$ cat src/hdl/cluster_err_pkg.sv
// Purpose: Shared constants and types for the adapter error status block.
// Assumes: Registers sit on an Avalon-MM slave with 32-bit data, word aligned.
// Notes:   Bit positions follow the bus status word and the link error word.
package cluster_err_pkg;

  // Register byte offsets.
  localparam logic [3:0] OFS_PCI_STATUS   = 4'h0;
  localparam logic [3:0] OFS_LINK_ERROR   = 4'h4;
  localparam logic [3:0] OFS_LINK_CTRL    = 4'h8;
  localparam logic [3:0] OFS_IRQ_MASK     = 4'hC;

  // Bus status word bit positions.
  localparam int BIT_DET_PARITY  = 31;
  localparam int BIT_SIG_ERROR   = 30;
  localparam int BIT_RCV_MABORT  = 29;
  localparam int BIT_RCV_TABORT  = 28;
  localparam int BIT_MST_DPERR   = 24;

  // Link error word bit positions.
  localparam int BIT_HUB_TIMEOUT = 30;
  localparam int BIT_HBEAT_A     = 29;
  localparam int BIT_HBEAT_B     = 27;

  // Link control and status bit positions.
  localparam int BIT_TX_SUMMARY  = 0;
  localparam int BIT_HBEAT_EN    = 16;

  // Reset values.
  localparam logic [31:0] RST_STATUS   = 32'h0000_0000;
  localparam logic [31:0] RST_MASK     = 32'h0000_0000;
  localparam logic        RST_HBEAT_EN = 1'b1;

  // Clock and times.
  localparam int CLOCK_HZ          = 40_000_000;
  localparam int HUB_TIMEOUT_US    = 1000;
  localparam int HBEAT_PERIOD_MS   = 750;
  localparam longint HUB_CYCLES_L  = (longint'(HUB_TIMEOUT_US) * CLOCK_HZ) / 1_000_000;
  localparam longint HBEAT_CYCLES_L = (longint'(HBEAT_PERIOD_MS) * CLOCK_HZ) / 1_000;
  localparam int HUB_CYCLES        = int'(HUB_CYCLES_L);
  localparam int HBEAT_CYCLES      = int'(HBEAT_CYCLES_L);

  // Bus-side error events from the PCI engine, one-cycle pulses.
  typedef struct packed {
    logic addrParity;    // Address phase parity error seen.
    logic isMaster;      // Adapter owns the bus this cycle.
    logic writeParity;   // Data parity error on a write while target.
    logic noClaim;       // Own transaction not claimed by any target.
    logic targetAbort;   // Target signalled abort on own transaction.
    logic perrSeen;      // Parity error report seen on own write.
  } pci_evt_type;

  // Avalon-MM request group.
  typedef struct packed {
    logic [3:0]  address;
    logic        read;
    logic        write;
    logic [3:0]  byteenable;
    logic [31:0] writedata;
  } avm_req_type;

endpackage : cluster_err_pkg

$ cat src/hdl/timeout_counter.sv
// Purpose: Up counter that flags expiry of a wait that is still armed.
// Assumes: Restart and arm are synchronous to clock.
// Notes:   Expiry is a one-cycle pulse; the counter then idles until restart or disarm.
`timescale 1ns/1ps
module timeout_counter #(
  parameter int WIDTH = 32,
  parameter logic [WIDTH-1:0] LIMIT = '1
) (
  // Clock and reset.
  input  wire logic clock,
  input  wire logic srst,
  // Control.
  input  wire logic arm,
  input  wire logic restart,
  // Result.
  output logic      expired
);

  logic [WIDTH-1:0] count_ff;
  logic             done_ff;
  wire  logic       atEnd = (count_ff == LIMIT - 1'b1);

  // Count while armed; a restart or disarm reloads so a fresh wait starts clean.
  always_ff @(posedge clock) begin
    if (srst || restart || !arm) begin
      count_ff <= '0;
      done_ff  <= 1'b0;
      expired  <= 1'b0;
    end else begin
      expired <= atEnd && !done_ff;
      if (atEnd) begin
        done_ff <= 1'b1;
      end else begin
        count_ff <= count_ff + 1'b1;
      end
    end
  end

endmodule // timeout_counter

$ cat src/hdl/cluster_adapter_error_status.sv
// Purpose: Error detection and sticky status for the bus and cluster link.
// Assumes: Event inputs come from same-clock logic; link pins are synchronised here.
// Notes:   Status bits are write-one-to-clear; a set in the same cycle wins.
//
// What this block does
// - Address parity as non-master sets bits 31,30.
// - Target write data parity sets 31 only.
// - Unclaimed own transaction sets master abort 29.
// - Target abort on own transaction sets 28.
// - Parity report on own write sets 24.
// - Unanswered link request sets hub timeout 30.
// - No host transmit per period sets 29,27.
// - Any transmit-path error sets summary bit 0.
`timescale 1ns/1ps
module cluster_adapter_error_status
  import cluster_err_pkg::*;
#(
  parameter int HUB_LIMIT   = HUB_CYCLES,
  parameter int HBEAT_LIMIT = HBEAT_CYCLES
) (
  // Clock and reset.
  input  wire logic        clock,
  input  wire logic        srst,
  // Avalon-MM slave.
  input  wire logic [3:0]  address,
  input  wire logic        read,
  input  wire logic        write,
  input  wire logic [3:0]  byteenable,
  input  wire logic [31:0] writedata,
  output logic [31:0]      readdata,
  output logic             waitrequest,
  // Bus engine events.
  input  wire pci_evt_type pciEvt,
  // Cluster link pins and host activity.
  input  wire logic        linkRequest,
  input  wire logic        linkGrant,
  input  wire logic        hostTxPulse,
  // Master control: end own transaction after abort.
  output logic             masterTerminate,
  // Interrupt.
  output logic             irq
);

  // Avalon request bundled for decoding.
  avm_req_type req;
  assign req = '{address: address, read: read, write: write,
                 byteenable: byteenable, writedata: writedata};

  // Registers.
  logic [31:0] pciStatus_ff;
  logic [31:0] linkError_ff;
  logic        txSummary_ff;
  logic        hbeatEnable_ff;
  logic [31:0] irqMask_ff;
  logic        ack_ff;

  // Link pin synchronisers; the first stage is read only by the second.
  logic reqSync1_ff, reqSync2_ff;
  logic gntSync1_ff, gntSync2_ff;

  always_ff @(posedge clock) begin
    if (srst) begin
      reqSync1_ff <= 1'b0;
      reqSync2_ff <= 1'b0;
      gntSync1_ff <= 1'b0;
      gntSync2_ff <= 1'b0;
    end else begin
      reqSync1_ff <= linkRequest;
      reqSync2_ff <= reqSync1_ff;
      gntSync1_ff <= linkGrant;
      gntSync2_ff <= gntSync1_ff;
    end
  end

  // Byte-lane expansion used for both write-one-to-clear and plain writes.
  function automatic logic [31:0] laneMask(input logic [3:0] be);
    laneMask = {{8{be[3]}}, {8{be[2]}}, {8{be[1]}}, {8{be[0]}}};
  endfunction

  // Address decode; waitrequest holds for one cycle so every access takes two.
  wire logic        accept   = (req.read || req.write) && !ack_ff;
  wire logic        wrTake   = req.write && ack_ff;
  wire logic [31:0] wrLanes  = laneMask(req.byteenable) & req.writedata;
  wire logic        selPci   = (req.address == OFS_PCI_STATUS);
  wire logic        selLink  = (req.address == OFS_LINK_ERROR);
  wire logic        selCtrl  = (req.address == OFS_LINK_CTRL);
  wire logic        selMask  = (req.address == OFS_IRQ_MASK);
  wire logic [31:0] clrPci   = (wrTake && selPci)  ? wrLanes : 32'h0000_0000;
  wire logic [31:0] clrLink  = (wrTake && selLink) ? wrLanes : 32'h0000_0000;
  wire logic        clrSum   = wrTake && selCtrl && byteenable[0] && writedata[BIT_TX_SUMMARY];

  // Bus-side event decode.
  wire logic evAddrPar  = pciEvt.addrParity && !pciEvt.isMaster;
  wire logic evWritePar = pciEvt.writeParity && !pciEvt.isMaster;
  wire logic evMAbort   = pciEvt.noClaim && pciEvt.isMaster;
  wire logic evTAbort   = pciEvt.targetAbort && pciEvt.isMaster;
  wire logic evMstPerr  = pciEvt.perrSeen && pciEvt.isMaster;

  // Timers for the link side.
  logic hubExpired;
  logic hbeatExpired;
  wire  logic hubWaiting = reqSync2_ff && !gntSync2_ff;

  // Hub wait: armed while request is up and grant not yet seen.
  timeout_counter #(
    .WIDTH (32),
    .LIMIT (32'(HUB_LIMIT))
  ) u_hub_timer (
    .clock   (clock),
    .srst    (srst),
    .arm     (hubWaiting),
    .restart (1'b0),
    .expired (hubExpired)
  );

  // Heartbeat: restarted by every host transmit.
  timeout_counter #(
    .WIDTH (32),
    .LIMIT (32'(HBEAT_LIMIT))
  ) u_hbeat_timer (
    .clock   (clock),
    .srst    (srst),
    .arm     (hbeatEnable_ff),
    .restart (hostTxPulse),
    .expired (hbeatExpired)
  );

  // Set vectors for the sticky words.
  logic [31:0] setPci;
  logic [31:0] setLink;
  always_comb begin
    setPci  = 32'h0000_0000;
    setLink = 32'h0000_0000;
    setPci[BIT_DET_PARITY]  = evAddrPar || evWritePar;
    setPci[BIT_SIG_ERROR]   = evAddrPar;
    setPci[BIT_RCV_MABORT]  = evMAbort;
    setPci[BIT_RCV_TABORT]  = evTAbort;
    setPci[BIT_MST_DPERR]   = evMstPerr;
    setLink[BIT_HUB_TIMEOUT] = hubExpired;
    setLink[BIT_HBEAT_A]     = hbeatExpired;
    setLink[BIT_HBEAT_B]     = hbeatExpired;
  end

  // Transmit-path errors: master-side bus faults and all link faults.
  wire logic txPathErr = evMAbort || evTAbort || evMstPerr || (|setLink);

  // Sticky words: set wins over a clear in the same cycle.
  always_ff @(posedge clock) begin
    if (srst) begin
      pciStatus_ff <= RST_STATUS;
      linkError_ff <= RST_STATUS;
      txSummary_ff <= 1'b0;
    end else begin
      pciStatus_ff <= (pciStatus_ff & ~clrPci) | setPci;
      linkError_ff <= (linkError_ff & ~clrLink) | setLink;
      txSummary_ff <= (txSummary_ff && !clrSum) || txPathErr;
    end
  end

  // Control registers written by software.
  always_ff @(posedge clock) begin
    if (srst) begin
      hbeatEnable_ff <= RST_HBEAT_EN;
      irqMask_ff     <= RST_MASK;
    end else if (wrTake) begin
      if (selCtrl && byteenable[2]) begin
        hbeatEnable_ff <= writedata[BIT_HBEAT_EN];
      end
      if (selMask) begin
        irqMask_ff <= (irqMask_ff & ~laneMask(byteenable)) | wrLanes;
      end
    end
  end

  // Read mux; unmapped addresses read as zero.
  logic [31:0] ctrlWord;
  logic [31:0] rdMux;
  always_comb begin
    ctrlWord = 32'h0000_0000;
    ctrlWord[BIT_TX_SUMMARY] = txSummary_ff;
    ctrlWord[BIT_HBEAT_EN]   = hbeatEnable_ff;
    rdMux = 32'h0000_0000;
    if (selPci) begin
      rdMux = pciStatus_ff;
    end else if (selLink) begin
      rdMux = linkError_ff;
    end else if (selCtrl) begin
      rdMux = ctrlWord;
    end else if (selMask) begin
      rdMux = irqMask_ff;
    end
  end

  // Interrupt summary over both sticky words and the summary bit.
  wire logic irqNext = |((pciStatus_ff | linkError_ff) & irqMask_ff)
                       || (txSummary_ff && irqMask_ff[BIT_TX_SUMMARY]);

  // Bus handshake and registered outputs; waitrequest idles high so it comes from a flop.
  always_ff @(posedge clock) begin
    if (srst) begin
      ack_ff          <= 1'b0;
      waitrequest     <= 1'b1;
      readdata        <= 32'h0000_0000;
      irq             <= 1'b0;
      masterTerminate <= 1'b0;
    end else begin
      ack_ff          <= accept;
      waitrequest     <= !accept;
      readdata        <= (accept && req.read) ? rdMux : readdata;
      irq             <= irqNext;
      masterTerminate <= evMAbort || evTAbort;
    end
  end

  // Assertions.
  a_addr_parity_sets: assert property (@(posedge clock) disable iff (srst)
    evAddrPar |=> pciStatus_ff[BIT_DET_PARITY] && pciStatus_ff[BIT_SIG_ERROR])
    else $error("Address parity did not set both bits.");

  a_write_parity_only: assert property (@(posedge clock) disable iff (srst)
    evWritePar && !evAddrPar && !$past(pciStatus_ff[BIT_SIG_ERROR]) && !pciStatus_ff[BIT_SIG_ERROR]
    |=> pciStatus_ff[BIT_DET_PARITY] && !pciStatus_ff[BIT_SIG_ERROR])
    else $error("Write parity set the wrong bits.");

  a_master_abort_flag: assert property (@(posedge clock) disable iff (srst)
    evMAbort |=> pciStatus_ff[BIT_RCV_MABORT] && masterTerminate)
    else $error("Master abort not flagged.");

  a_target_abort_flag: assert property (@(posedge clock) disable iff (srst)
    evTAbort |=> pciStatus_ff[BIT_RCV_TABORT] && masterTerminate)
    else $error("Target abort not flagged.");

  a_master_perr_flag: assert property (@(posedge clock) disable iff (srst)
    evMstPerr |=> pciStatus_ff[BIT_MST_DPERR])
    else $error("Master parity report not flagged.");

  a_hub_timeout_set: assert property (@(posedge clock) disable iff (srst)
    hubExpired |=> linkError_ff[BIT_HUB_TIMEOUT] && txSummary_ff)
    else $error("Hub timeout not flagged.");

  a_hub_not_early: assert property (@(posedge clock) disable iff (srst)
    $rose(hubWaiting) |-> !hubExpired [*8])
    else $error("Hub timeout fired too early.");

  a_hbeat_both_bits: assert property (@(posedge clock) disable iff (srst)
    hbeatExpired |=> linkError_ff[BIT_HBEAT_A] && linkError_ff[BIT_HBEAT_B])
    else $error("Heartbeat timeout not flagged in both bits.");

  a_hbeat_restart: assert property (@(posedge clock) disable iff (srst)
    hostTxPulse |=> !hbeatExpired)
    else $error("Heartbeat fired right after host transmit.");

  a_summary_follows: assert property (@(posedge clock) disable iff (srst)
    txPathErr |=> txSummary_ff)
    else $error("Transmit summary not set.");

  a_sticky_hold: assert property (@(posedge clock) disable iff (srst)
    pciStatus_ff[BIT_RCV_MABORT] && !(wrTake && selPci) |=> pciStatus_ff[BIT_RCV_MABORT])
    else $error("Status bit dropped without a clear.");

  a_irq_follows: assert property (@(posedge clock) disable iff (srst)
    |(linkError_ff & irqMask_ff) |=> irq)
    else $error("Interrupt not raised for unmasked bit.");

  a_irq_pci_bits: assert property (@(posedge clock) disable iff (srst)
    |(pciStatus_ff & irqMask_ff) |=> irq)
    else $error("Interrupt not raised for unmasked bus status bit.");

  a_irq_masked_off: assert property (@(posedge clock) disable iff (srst)
    irqMask_ff == 32'h0000_0000 |=> !irq)
    else $error("Interrupt raised with every source masked.");

  // Register bus checks: exactly one wait cycle, and read data that stands.
  a_wait_one_cycle: assert property (@(posedge clock) disable iff (srst)
    (read || write) && waitrequest |=> !waitrequest)
    else $error("Request waited more than one cycle.");

  a_wait_rearms: assert property (@(posedge clock) disable iff (srst)
    !waitrequest |=> waitrequest)
    else $error("Waitrequest stayed low after a completed access.");

  a_read_data_held: assert property (@(posedge clock) disable iff (srst)
    read && !waitrequest |-> readdata == $past(rdMux))
    else $error("Read data does not match the addressed register.");

  a_unmapped_reads_zero: assert property (@(posedge clock) disable iff (srst)
    read && !waitrequest && !(selPci || selLink || selCtrl || selMask) |-> readdata == 32'h0000_0000)
    else $error("Unmapped address read as nonzero.");

  // Events that must be refused in the wrong bus role leave their bits alone.
  a_master_no_sigerr: assert property (@(posedge clock) disable iff (srst)
    pciEvt.isMaster |=> !$rose(pciStatus_ff[BIT_SIG_ERROR]))
    else $error("Signalled error set while master.");

  a_master_no_detpar: assert property (@(posedge clock) disable iff (srst)
    pciEvt.isMaster |=> !$rose(pciStatus_ff[BIT_DET_PARITY]))
    else $error("Detected parity set while master.");

  a_target_no_mterm: assert property (@(posedge clock) disable iff (srst)
    !pciEvt.isMaster |=> !masterTerminate)
    else $error("Own transaction ended while not master.");

  a_target_no_mperr: assert property (@(posedge clock) disable iff (srst)
    !pciEvt.isMaster |=> !$rose(pciStatus_ff[BIT_MST_DPERR]))
    else $error("Master parity bit set while not master.");

  // Link timers stay quiet when the wait has ended or is disabled; a heartbeat timeout sets the summary.
  a_hub_grant_quiet: assert property (@(posedge clock) disable iff (srst)
    gntSync2_ff |=> !hubExpired)
    else $error("Hub timeout fired after grant.");

  a_hbeat_off_quiet: assert property (@(posedge clock) disable iff (srst)
    !hbeatEnable_ff |=> !hbeatExpired)
    else $error("Heartbeat fired while disabled.");

  a_hbeat_not_early: assert property (@(posedge clock) disable iff (srst)
    hostTxPulse |=> !hbeatExpired [*8])
    else $error("Heartbeat fired too soon after host transmit.");

  a_hbeat_summary: assert property (@(posedge clock) disable iff (srst)
    hbeatExpired |=> txSummary_ff)
    else $error("Heartbeat timeout did not set the summary.");

  // Sticky behaviour: only a write of one clears, and a set beats it.
  a_link_sticky: assert property (@(posedge clock) disable iff (srst)
    linkError_ff[BIT_HUB_TIMEOUT] && !(wrTake && selLink) |=> linkError_ff[BIT_HUB_TIMEOUT])
    else $error("Link error bit dropped without a clear.");

  a_summary_sticky: assert property (@(posedge clock) disable iff (srst)
    txSummary_ff && !clrSum |=> txSummary_ff)
    else $error("Summary bit dropped without a clear.");

  a_clear_works: assert property (@(posedge clock) disable iff (srst)
    wrTake && selPci && wrLanes[BIT_RCV_MABORT] && !evMAbort |=> !pciStatus_ff[BIT_RCV_MABORT])
    else $error("Write of one did not clear the status bit.");

  a_set_beats_clear: assert property (@(posedge clock) disable iff (srst)
    evMAbort && wrTake && selPci |=> pciStatus_ff[BIT_RCV_MABORT])
    else $error("Clear won over a new event.");

endmodule // cluster_adapter_error_status

$ cat config.mk
export PLATFORM = sky130hd
export DESIGN_NAME = cluster_adapter_error_status
export DESIGN_NICKNAME = d
export VERILOG_FILES = /design/src/hdl/cluster_err_pkg.sv /design/src/hdl/timeout_counter.sv /design/src/hdl/cluster_adapter_error_status.sv
export SDC_FILE = /design/constraint.sdc
export NUM_CORES = 1
export LEC_CHECK = 0
export BUFFER_PORTS_ARGS = -buffer_cell sky130_fd_sc_hd__clkbuf_2
export CORE_ASPECT_RATIO = 1.4
export CORE_MARGIN = 5
export CORE_UTILIZATION = 40
export DETAILED_ROUTE_END_ITERATION = 8
export GPL_TIMING_DRIVEN = 0
export REMOVE_ABC_BUFFERS = 1
export SLEW_MARGIN = 20
export SYNTH_ARGS = -nofsm -noshare
export SYNTH_HDL_FRONTEND = slang
export SYNTH_SLANG_ARGS = --single-unit
$ cat constraint.sdc
create_clock -name clock -period 4.1 [get_ports clock]
set_input_delay 0.205 -clock clock [delete_from_list [all_inputs] [get_ports clock]]
set_output_delay 0.205 -clock clock [all_outputs]
set_load 0.02 [all_outputs]
; Word-level counts from Yosys, hierarchy flattened
; Index checks and enable logic that the tools add are counted.
[totals]
regBits = 206
latchBits = 0
ram_bits = 0
rom_bits = 0
word_cells = 88
n_memories = 0
[classes]
addsub = 2
multipliers = 0
div = 0
order_cmp = 0
n_eq_ne = 5
n_shift = 0
n_mux = 6
n_bitwise = 12
n_reduce_logical = 43
[op_table]
columns = cell, n
row1 = $mux W32, 6
row2 = $and A32 B32 Y32, 5
row3 = $not A32 Y32, 3
row4 = $or A32 B32 Y32, 3
row5 = $add A32 B1 Y32 const B, 2
row6 = $eq A32 B16 Y1 const B, 1
row7 = $eq A32 B25 Y1 const B, 1
row8 = $or A32 B31 Y32, 1
row9 = $reduce_or A32 Y1, 1
row10 = $logic_and A1 B1 Y1, 19
row11 = $logic_or A1 B1 Y1, 10
row12 = $logic_not A1 Y1, 9
row13 = $eq A4 B4 Y1 const B, 2
row14 = $eq A4 B3 Y1 const B, 1
row15 = $logic_not A4 Y1, 1
row16 = $reduce_and A2 Y1, 2
row17 = $reduce_or A2 Y1, 1

; Depth between registers and ports, before layout
; Gate-level depths: netlist of run 1.
[depth]
word_depth = 7
mapped_depth = 7
depth_no_buf = 6

; By module
; Synthesis of run 1 repeated with hierarchy kept, for this count alone.
[unflattened]
cells_unflattened = 977
area_unflattened_um2 = 9034.9
[modules_own_cells]
columns = module, instances, cells_per_inst, area_per_inst_um2, seq_area_each_um2
row1 = cluster_adapter_error_status, 1, 594, 5740.5, 2762.6
row2 = timeout_counter (u_hbeat_timer), 1, 203, 1715.4, 680.7
row3 = timeout_counter (u_hub_timer), 1, 180, 1579.0, 680.7

; Least setup slack after synthesis of run 1
; No wires, ideal clock.
[synth_timing]
path_type = reg-to-reg
start = register u_hbeat_timer.count_ff[0]
end = register u_hbeat_timer.count_ff[26]
setup_time_ns = 0.059
t_arrival_ns = 1.722
required_ns = 4.041
setup_slack_ns = 2.319
stages_incl_launch_ff = 7
n_path_buf = 0
synth_period_minus_slack_ns = 1.781
cell_sequence = dfxtp_1 ha_1 nand3_2 nor4_4 nand3_2 or4_1 nand2_1
[synth_via]
elab_chain_len = 1
elab_cells_between_ends = 2
[synth_rtl]
columns = element, line_no
row1 = from (decl), timeout_counter.sv:19  ; logic [WIDTH-1:0] count_ff;
row2 = from (signal assigned), timeout_counter.sv:34  ; count_ff <= count_ff + 1'b1;
row3 = $add A32 B1 Y32 or $eq A32 B25 Y1 (tied branches), "timeout_counter.sv:34, timeout_counter.sv:21"
; Parallel ways exist; a longest one is shown, timed or not.
; A chain may end at the register's enable or synchronous reset.

; Final worst setup path of run 1
[layout_timing]
start = input port write
end = register linkError_ff[2]
[layout_via]
elab_chain_len = 6
[layout_rtl]
columns = element, line_no
row1 = from (decl), cluster_adapter_error_status.sv:27  ; input wire logic write,
row2 = $logic_and A1 B1 Y1, cluster_adapter_error_status.sv:82  ; wire logic wrTake = req.write && ack_ff;
row3 = $logic_and A1 B1 Y1, cluster_adapter_error_status.sv:89  ; wire logic [31:0] clrLink = (wrTake && selLink) ? wrLanes : 32'h0000_0000;
row4 = $mux W32, cluster_adapter_error_status.sv:89
row5 = $not A32 Y32, cluster_adapter_error_status.sv:155  ; linkError_ff <= (linkError_ff & ~clrLink) | setLink;
row6 = $and A32 B32 Y32, cluster_adapter_error_status.sv:155
row7 = $or A32 B31 Y32, cluster_adapter_error_status.sv:155
row8 = to (signal assigned), cluster_adapter_error_status.sv:155
row9 = to (decl), cluster_adapter_error_status.sv:51  ; logic [31:0] linkError_ff;
; Every way passes these cells.

==> impl_metrics.py, run 1 <==
metrics = {
    "synth": {
        "yosysWarnings": 0,
        "synth.avg_cell_area_um2": 8.549,
        "async_flop_share_pct": 0,
        "synth-edff-count": 0,
        "synth_seq_cells": 206,
        "syn-cell-area_um2": 8720,
        "syn_inst": 1020,
        "ys_seq_area_share_pct": 47.30,
        "synthFlopType": "dfxtp_1",
        "yosysUniqueCellTypes": 52,
    },
    "detailed_routing": {
        "ant_nets": 0,
        "routed_wirelength_mm": 22.17,
        "vias_per_cell": 5.186,
        "dr_total_vias": 7400,
        "wl_per_cell_um": 15.54,
        "first_pass_iters": 5,
        "drt-initial-drc-count": 474,
        "drc": 0,
    },
    "clock_tree": {
        "clockBufferDepth": 3,
        "cts_resized": 0,
        "cts_made_buffers": 21,
        "clk_latency_ns": 0.49,
        "clk_pin_slew_worst_paths_ns": 0.07,
        "clkSinkCount": 206,
        "cts_tree": "built",
        "hold_buffers": 37,
        "htreeDepth": 1,
        "root_buffer": "clkbuf_16",
        "postCtsSetupBuffers": 0,
    },
    "die": {
        "io_pins": 88,
        "dieArea_um2": 24890,
        "core_um2": 21700,
        "die_y_um": 184.7,
        "rows": 64,
        "initial_core_util_pct": 40.18,
        "die_width_um": 134.8,
    },
    "sta": {
        "grt_setup_unrepaired": "no",
        "timing.final.crit_period_ns": 2.243,
        "finalHoldViolCount": 0,
        "maxSlewHeadroom_pct": 35.15,
        "fmax_mhz": 445.9,
        "setup_violations": 0,
        "tightest_slew_ns": 0.9647,
        "setup_ws_ns": 1.857,
        "slew_viol_final": 0,
        "tns_ns": 0,
        "fin_crit_sh_pct": 54.70,
        "skew_ns": 0.009587,
        "whs_ns": 0.01597,
    },
    "global_route": {
        "grt_overflow": 0,
        "grt_pass1_wl_mm": 36.27,
        "antenna_found_initial": 2,
        "grt_use_total_pct": 17.49,
        "grt_max_degree": 115,
        "grt_pass1_vias": 7193,
    },
    "final_layout": {
        "area_growth_pct": 20.92,
        "final_util_pct": 48.59,
        "fin_nets": 1169,
        "final_cells": 1427,
        "layout-drive-gt1-share_pct": 13.39,
        "seq_area_um2": 4124,
        "multi_input_area_um2": 4344,
        "fill_cells": 2092,
    },
    "run_status": {
        "outcome": "complete, no violations",
    },
    "power": {
        "leakage_uw": 0.003863,
        "vdd_drop_max_v": 0.0002962,
        "power_density_nw_per_um2": 398.3,
    },
    "setup_path": {
        "path_class": "in -> reg",
        "arrival_ns": 2.60,
        "rr_startpoint": "ack_ff$_SDFF_PP0_",
        "end_kind": "register",
        "r2r_slack_ns": 1.87,
        "crit-reg2reg-capture": "linkError_ff[2]$_SDFF_PP0_",
        "cp-start-kind": "input pin",
        "critical_path.max_fanout": 6,
        "required_ns": 4.46,
        "r2r_cells": 4,
    },
    "placement": {
        "gp_congestion": 0.7876,
        "hpwlAfterDp_mm": 14.50,
        "io_buffers": 87,
        "place_inst": 1351,
        "preCtsSetupSlack_ns": 1.656,
    },
    "worst_hold_path": {
        "min_path_type": "in -> reg",
        "worstHoldStart": "pciEvt[1]",
        "hold_depth": 3,
        "min_to": "pciStatus_ff[28]$_SDFF_PP0_",
    },
    "flow_run": {
        "maxCapViolCount": 0,
    },
}
-- final cells by class --
cell class                 instances  share of cell area, %
antenna                            2                0.04747
clock buffer                      27                  5.482
clock inverter                    10                  1.234
inverter                          10                 0.3560
multi-input combinational        744                  41.20
sequential                       206                  39.11
tap                              297                  3.524
timing repair buffer             131                  9.042
-- metal layers --
layer	GRT usage, %	routed length [µm]	part of all wire, %
met2	32.74	11560	52
met1	20.49	9251	42
met3	2.458	831	3.7
met4	5.297	528	2.4
met5	0	0	0
-- cells in the mapped netlist, types with 6 or more instances --
library cell / number / area (µm²)
a21oi_1: 100 / 500.5
a22oi_1: 35 / 262.8
and2_1: 12 / 75.07
and3_1: 12 / 75.07
and4_1: 6 / 52.55
buf_2: 9 / 45.04
clkbuf_1: 47 / 176.4
dfxtp_1: 206 / 4124
inv_1: 10 / 37.54
mux2i_1: 32 / 320.3
nand2_1: 104 / 390.4
nand2b_1: 53 / 331.6
nand3_1: 54 / 270.3
nand4_1: 30 / 187.7
nor2_1: 107 / 401.6
nor2b_1: 6 / 37.54
nor3_1: 10 / 50.05
nor4_1: 7 / 43.79
o21ai_0: 72 / 360.4
or3_1: 12 / 75.07
xnor2_1: 6 / 52.55
xor2_1: 37 / 324.1
-- layout by cell type (no fill, tap or decap), types with 6 or more instances in the layout --
master,count
nor3_1,7
dlygate4sd3_1,37
o21ai_0,72
nor2b_1,6
mux2i_1,32
nand2_1,102
nand4_1,30
clkbuf_2,85
and3_1,12
a22oi_1,35
and2_1,11
nand3_1,54
xor2_1,37
nor2_1,106
a21oi_1,100
xnor2_1,6
and4_1,6
clkbuf_16,21
nor4_1,7
or3_1,12
inv_1,10
dfxtp_1,206
nand2b_1,52
-- cell families after synthesis --
group	count (synthesis)	synth area share, %
multiplexers	34	4.190
flip-flops	206	47.30
adder cells (fa/ha/maj)	2	0.2869
AND/OR/NAND/NOR	437	25.94
buffers and inverters	70	3.243
XOR/XNOR	43	4.319
AO/OA/AOI/OAI	228	14.72
-- power breakdown --
group | total [µW] | switching [µW] | leakage, µW | internal (µW)
registers | 2020 | 6.90 | 0.00166 | 2010
logic | 200 | 116 | 0.00185 | 83.7
clock network | 1980 | 797 | 0.000346 | 1180
total | 4200 | 920 | 0.00386 | 3280
-- critical path, stage by stage --
cell           delay, ns
dlygate4sd3_1       0.52
clkbuf_2            0.11
nand4bb_1           0.41
nor3_1              0.73
and2_0              0.48
a21oi_1             0.13
-- how the worst max path moves through the flow --
stage                                                       start                                endpoint  slack [ns]  depth (start not counted)
final                                                       write              linkError_ff[2]$_SDFF_PP0_        1.86                          6
after global routing      u_hbeat_timer.count_ff[17]$_SDFFE_PP0P_  u_hbeat_timer.count_ff[6]$_SDFFE_PP0P_        1.65                          5
after CTS                 u_hbeat_timer.count_ff[17]$_SDFFE_PP0P_  u_hbeat_timer.count_ff[1]$_SDFFE_PP0P_        1.81                          5
after detailed placement                                     srst    u_hub_timer.count_ff[3]$_SDFFE_PP0P_        1.66                          6
after global placement                          ack_ff$_SDFF_PP0_               readdata[22]$_SDFFE_PP0P_       -1.19                          4
after floorplan                                 ack_ff$_SDFF_PP0_                readdata[0]$_SDFFE_PP0P_        1.13                          4
-- per-stage QoR --
step                area (µm²)  total power, µW
global placement          9281             2222
floorplan                 8474             2116
CTS                      10530             4247
global route             10540             4341
detailed placement        9455             2236
finish                   10540             4200
Note: power is estimated with default switching activity, not from simulation.
==> run 2, diff against run 1 <==
clock period = 2.3 ns   (was 4.1 ns; I/O delays follow)
==> impl_metrics.py, run 2 (synthesized netlist as in run 1, its figures left out) <==
metrics = {
    "power": {
        "p_clk_share_pct": 47.1,
        "power_density_nw_per_um2": 703.1,
        "switching_share_pct": 21.84,
        "internal_power_uw": 5854,
        "p_switching_uw": 1635,
        "leakage_uw": 0.003913,
        "total_power_uw": 7489,
        "comb_power_share_pct": 4.9,
        "vdd_drop_max_v": 0.0005277,
        "p_seq_share_pct": 48.0,
    },
    "setup_path": {
        "path_class": "reg -> reg",
        "required_ns": 2.66,
        "r2r_slack_ns": 0.1,
        "arrival_ns": 2.56,
        "critical_path.max_fanout": 8,
        "path_buf_inv": 0,
        "cpPeakStageDelay_ns": 0.71,
        "cp-start-kind": "register",
        "critical-path-top-delay-family": "simple AND/OR/NAND/NOR gates",
        "cp_cell_sequence": "nand4bb_1, nor3_1, and2_1, a21oi_1",
        "end_kind": "register",
        "r2r_cells": 4,
        "crit-reg2reg-capture": "pciStatus_ff[18]$_SDFF_PP0_",
        "rr_startpoint": "ack_ff$_SDFF_PP0_",
        "cp_slowest_cell": "nor3_1",
    },
    "detailed_routing": {
        "drc": 0,
        "first_pass_iters": 5,
        "dr_total_vias": 7461,
        "wl_per_cell_um": 15.60,
        "ant_nets": 0,
        "routed_wirelength_mm": 22.44,
        "vias_per_cell": 5.188,
        "drt-initial-drc-count": 523,
    },
    "sta": {
        "slew_viol_final": 0,
        "maxSlewHeadroom_pct": 36.93,
        "whs_ns": 0.005839,
        "timing.final.crit_period_ns": 2.203,
        "grt_setup_unrepaired": "yes",
        "skew_ns": 0.009905,
        "setup_ws_ns": 0.09655,
        "fin_crit_sh_pct": 95.80,
        "tightest_slew_ns": 0.9383,
        "finalHoldViolCount": 0,
        "fmax_mhz": 453.8,
        "tns_ns": 0,
        "setup_violations": 0,
    },
    "global_route": {
        "met3_usage_pct": 2.430,
        "met1_usage_pct": 20.75,
        "grt_use_total_pct": 17.61,
        "grt_max_degree": 115,
        "grt.met2_usage_pct": 32.76,
        "grt_pass1_vias": 7220,
        "busiest_layer": "met2",
        "grt_overflow": 0,
        "antenna_found_initial": 2,
        "grt_pass1_wl_mm": 36.50,
    },
    "worst_hold_path": {
        "worstHoldStart": "pciEvt[5]",
        "min_to": "pciStatus_ff[31]$_SDFF_PP0_",
        "min_path_type": "in -> reg",
        "hold_depth": 5,
    },
    "final_layout": {
        "final_common_cell": "dfxtp_1",
        "fin_nets": 1180,
        "final_cells": 1438,
        "layout_common_cells": "dfxtp_1 (206), nor2_1 (106), nand2_1 (102), a21oi_1 (100), clkbuf_2 (85)",
        "layout-drive-gt1-share_pct": 13.78,
        "area_growth_pct": 22.16,
    },
    "clock_tree": {
        "cts_tree": "built",
        "clk_latency_ns": 0.49,
        "cts_made_buffers": 21,
        "clkSinkCount": 206,
        "clk_pin_slew_worst_paths_ns": 0.07,
        "clockBufferDepth": 3,
        "root_buffer": "clkbuf_16",
        "htreeDepth": 1,
    },
    "die": {
        "die_y_um": 184.7,
        "core_um2": 21700,
        "initial_core_util_pct": 40.18,
        "dieArea_um2": 24890,
        "die_width_um": 134.8,
        "io_pins": 88,
        "rows": 64,
    },
    "placement": {
        "io_buffers": 87,
        "hpwlAfterDp_mm": 14.50,
        "preCtsSetupSlack_ns": -0.05432,
        "gp_congestion": 0.7876,
        "place_inst": 1351,
    },
    "flow_run": {
        "maxCapViolCount": 0,
    },
    "run_status": {
        "outcome": "complete, no violations",
    },
}
run 2: changes by cell type in the layout (fill, tap and decap cells not counted):
cell | previous run | this run
buf_4 | 2 | 6
dlygate4sd3_1 | 37 | 44
nor2b_1 | 6 | 5
nor2b_2 | 0 | 1
nor3_1 | 7 | 6
nor3_2 | 4 | 5
run 2: metrics by stage:
step	instance area, µm²	util, %
3_3_place_gp	9281	42.77
2_1_floorplan	8474	-
4_1_cts	10600	48.86
5_1_grt	10650	49.08
6_report	10650	49.08
3_5_place_dp	9455	43.57
run 2: worst max path at each step:
| stage | startpoint | end | cells after the start |
|---|---|---|---|
| after floorplan | ack_ff$_SDFF_PP0_ | readdata[0]$_SDFFE_PP0P_ | 4 |
| after global placement | ack_ff$_SDFF_PP0_ | readdata[22]$_SDFFE_PP0P_ | 4 |
| after detailed placement | srst | u_hub_timer.count_ff[3]$_SDFFE_PP0P_ | 6 |
| after CTS | u_hbeat_timer.count_ff[17]$_SDFFE_PP0P_ | u_hbeat_timer.count_ff[1]$_SDFFE_PP0P_ | 5 |
| after global routing | ack_ff$_SDFF_PP0_ | pciStatus_ff[18]$_SDFF_PP0_ | 4 |
| final | ack_ff$_SDFF_PP0_ | pciStatus_ff[18]$_SDFF_PP0_ | 4 |
run 2: worst min-delay path, stage by stage:
cell      delay [ns]
clkbuf_2        0.08
nor2_1          0.04
nor2_1          0.09
a21oi_1         0.05
nor2_1          0.09
run 2: metal layers:
layer,wire length [µm],up-vias
met5,0,-
li1,-,3791
met1,9332,3507
met4,591,0
met2,11650,121
met3,865,42
run 2: power groups by stage:
| stage | Combinational, µW | Clock, µW | Sequential [µW] |
|---|---|---|---|
| 2_1_floorplan | 93.0 | 0 | 3680 |
| 3_3_place_gp | 284 | 0 | 3680 |
| 3_5_place_dp | 308 | 0 | 3680 |
| 4_1_cts | 369 | 3620 | 3600 |
| 5_1_grt | 396 | 3750 | 3600 |
| 6_report | 367 | 3520 | 3600 |
run 2: cell type report:
class / count / area, µm²
Multi-Input combinational cell: 744 / 4352
Tap cell: 297 / 371.6
Clock inverter: 10 / 130.1
Timing Repair Buffer: 142 / 1054
Inverter: 10 / 37.54
Fill cell: 2086 / 11050
Clock buffer: 27 / 578.1
Antenna cell: 2 / 5.005
Sequential cell: 206 / 4124
run 2: timing repair:
| item | CTS | global route |
|---|---|---|
| hold buffers | 44 | 0 |
| gates resized for setup | 0 | 2 |
| setup endpoints to repair | 0 | 42 |
| setup buffers | 0 | 4 |
| endpoints found under the hold margin | 108 | 0 |
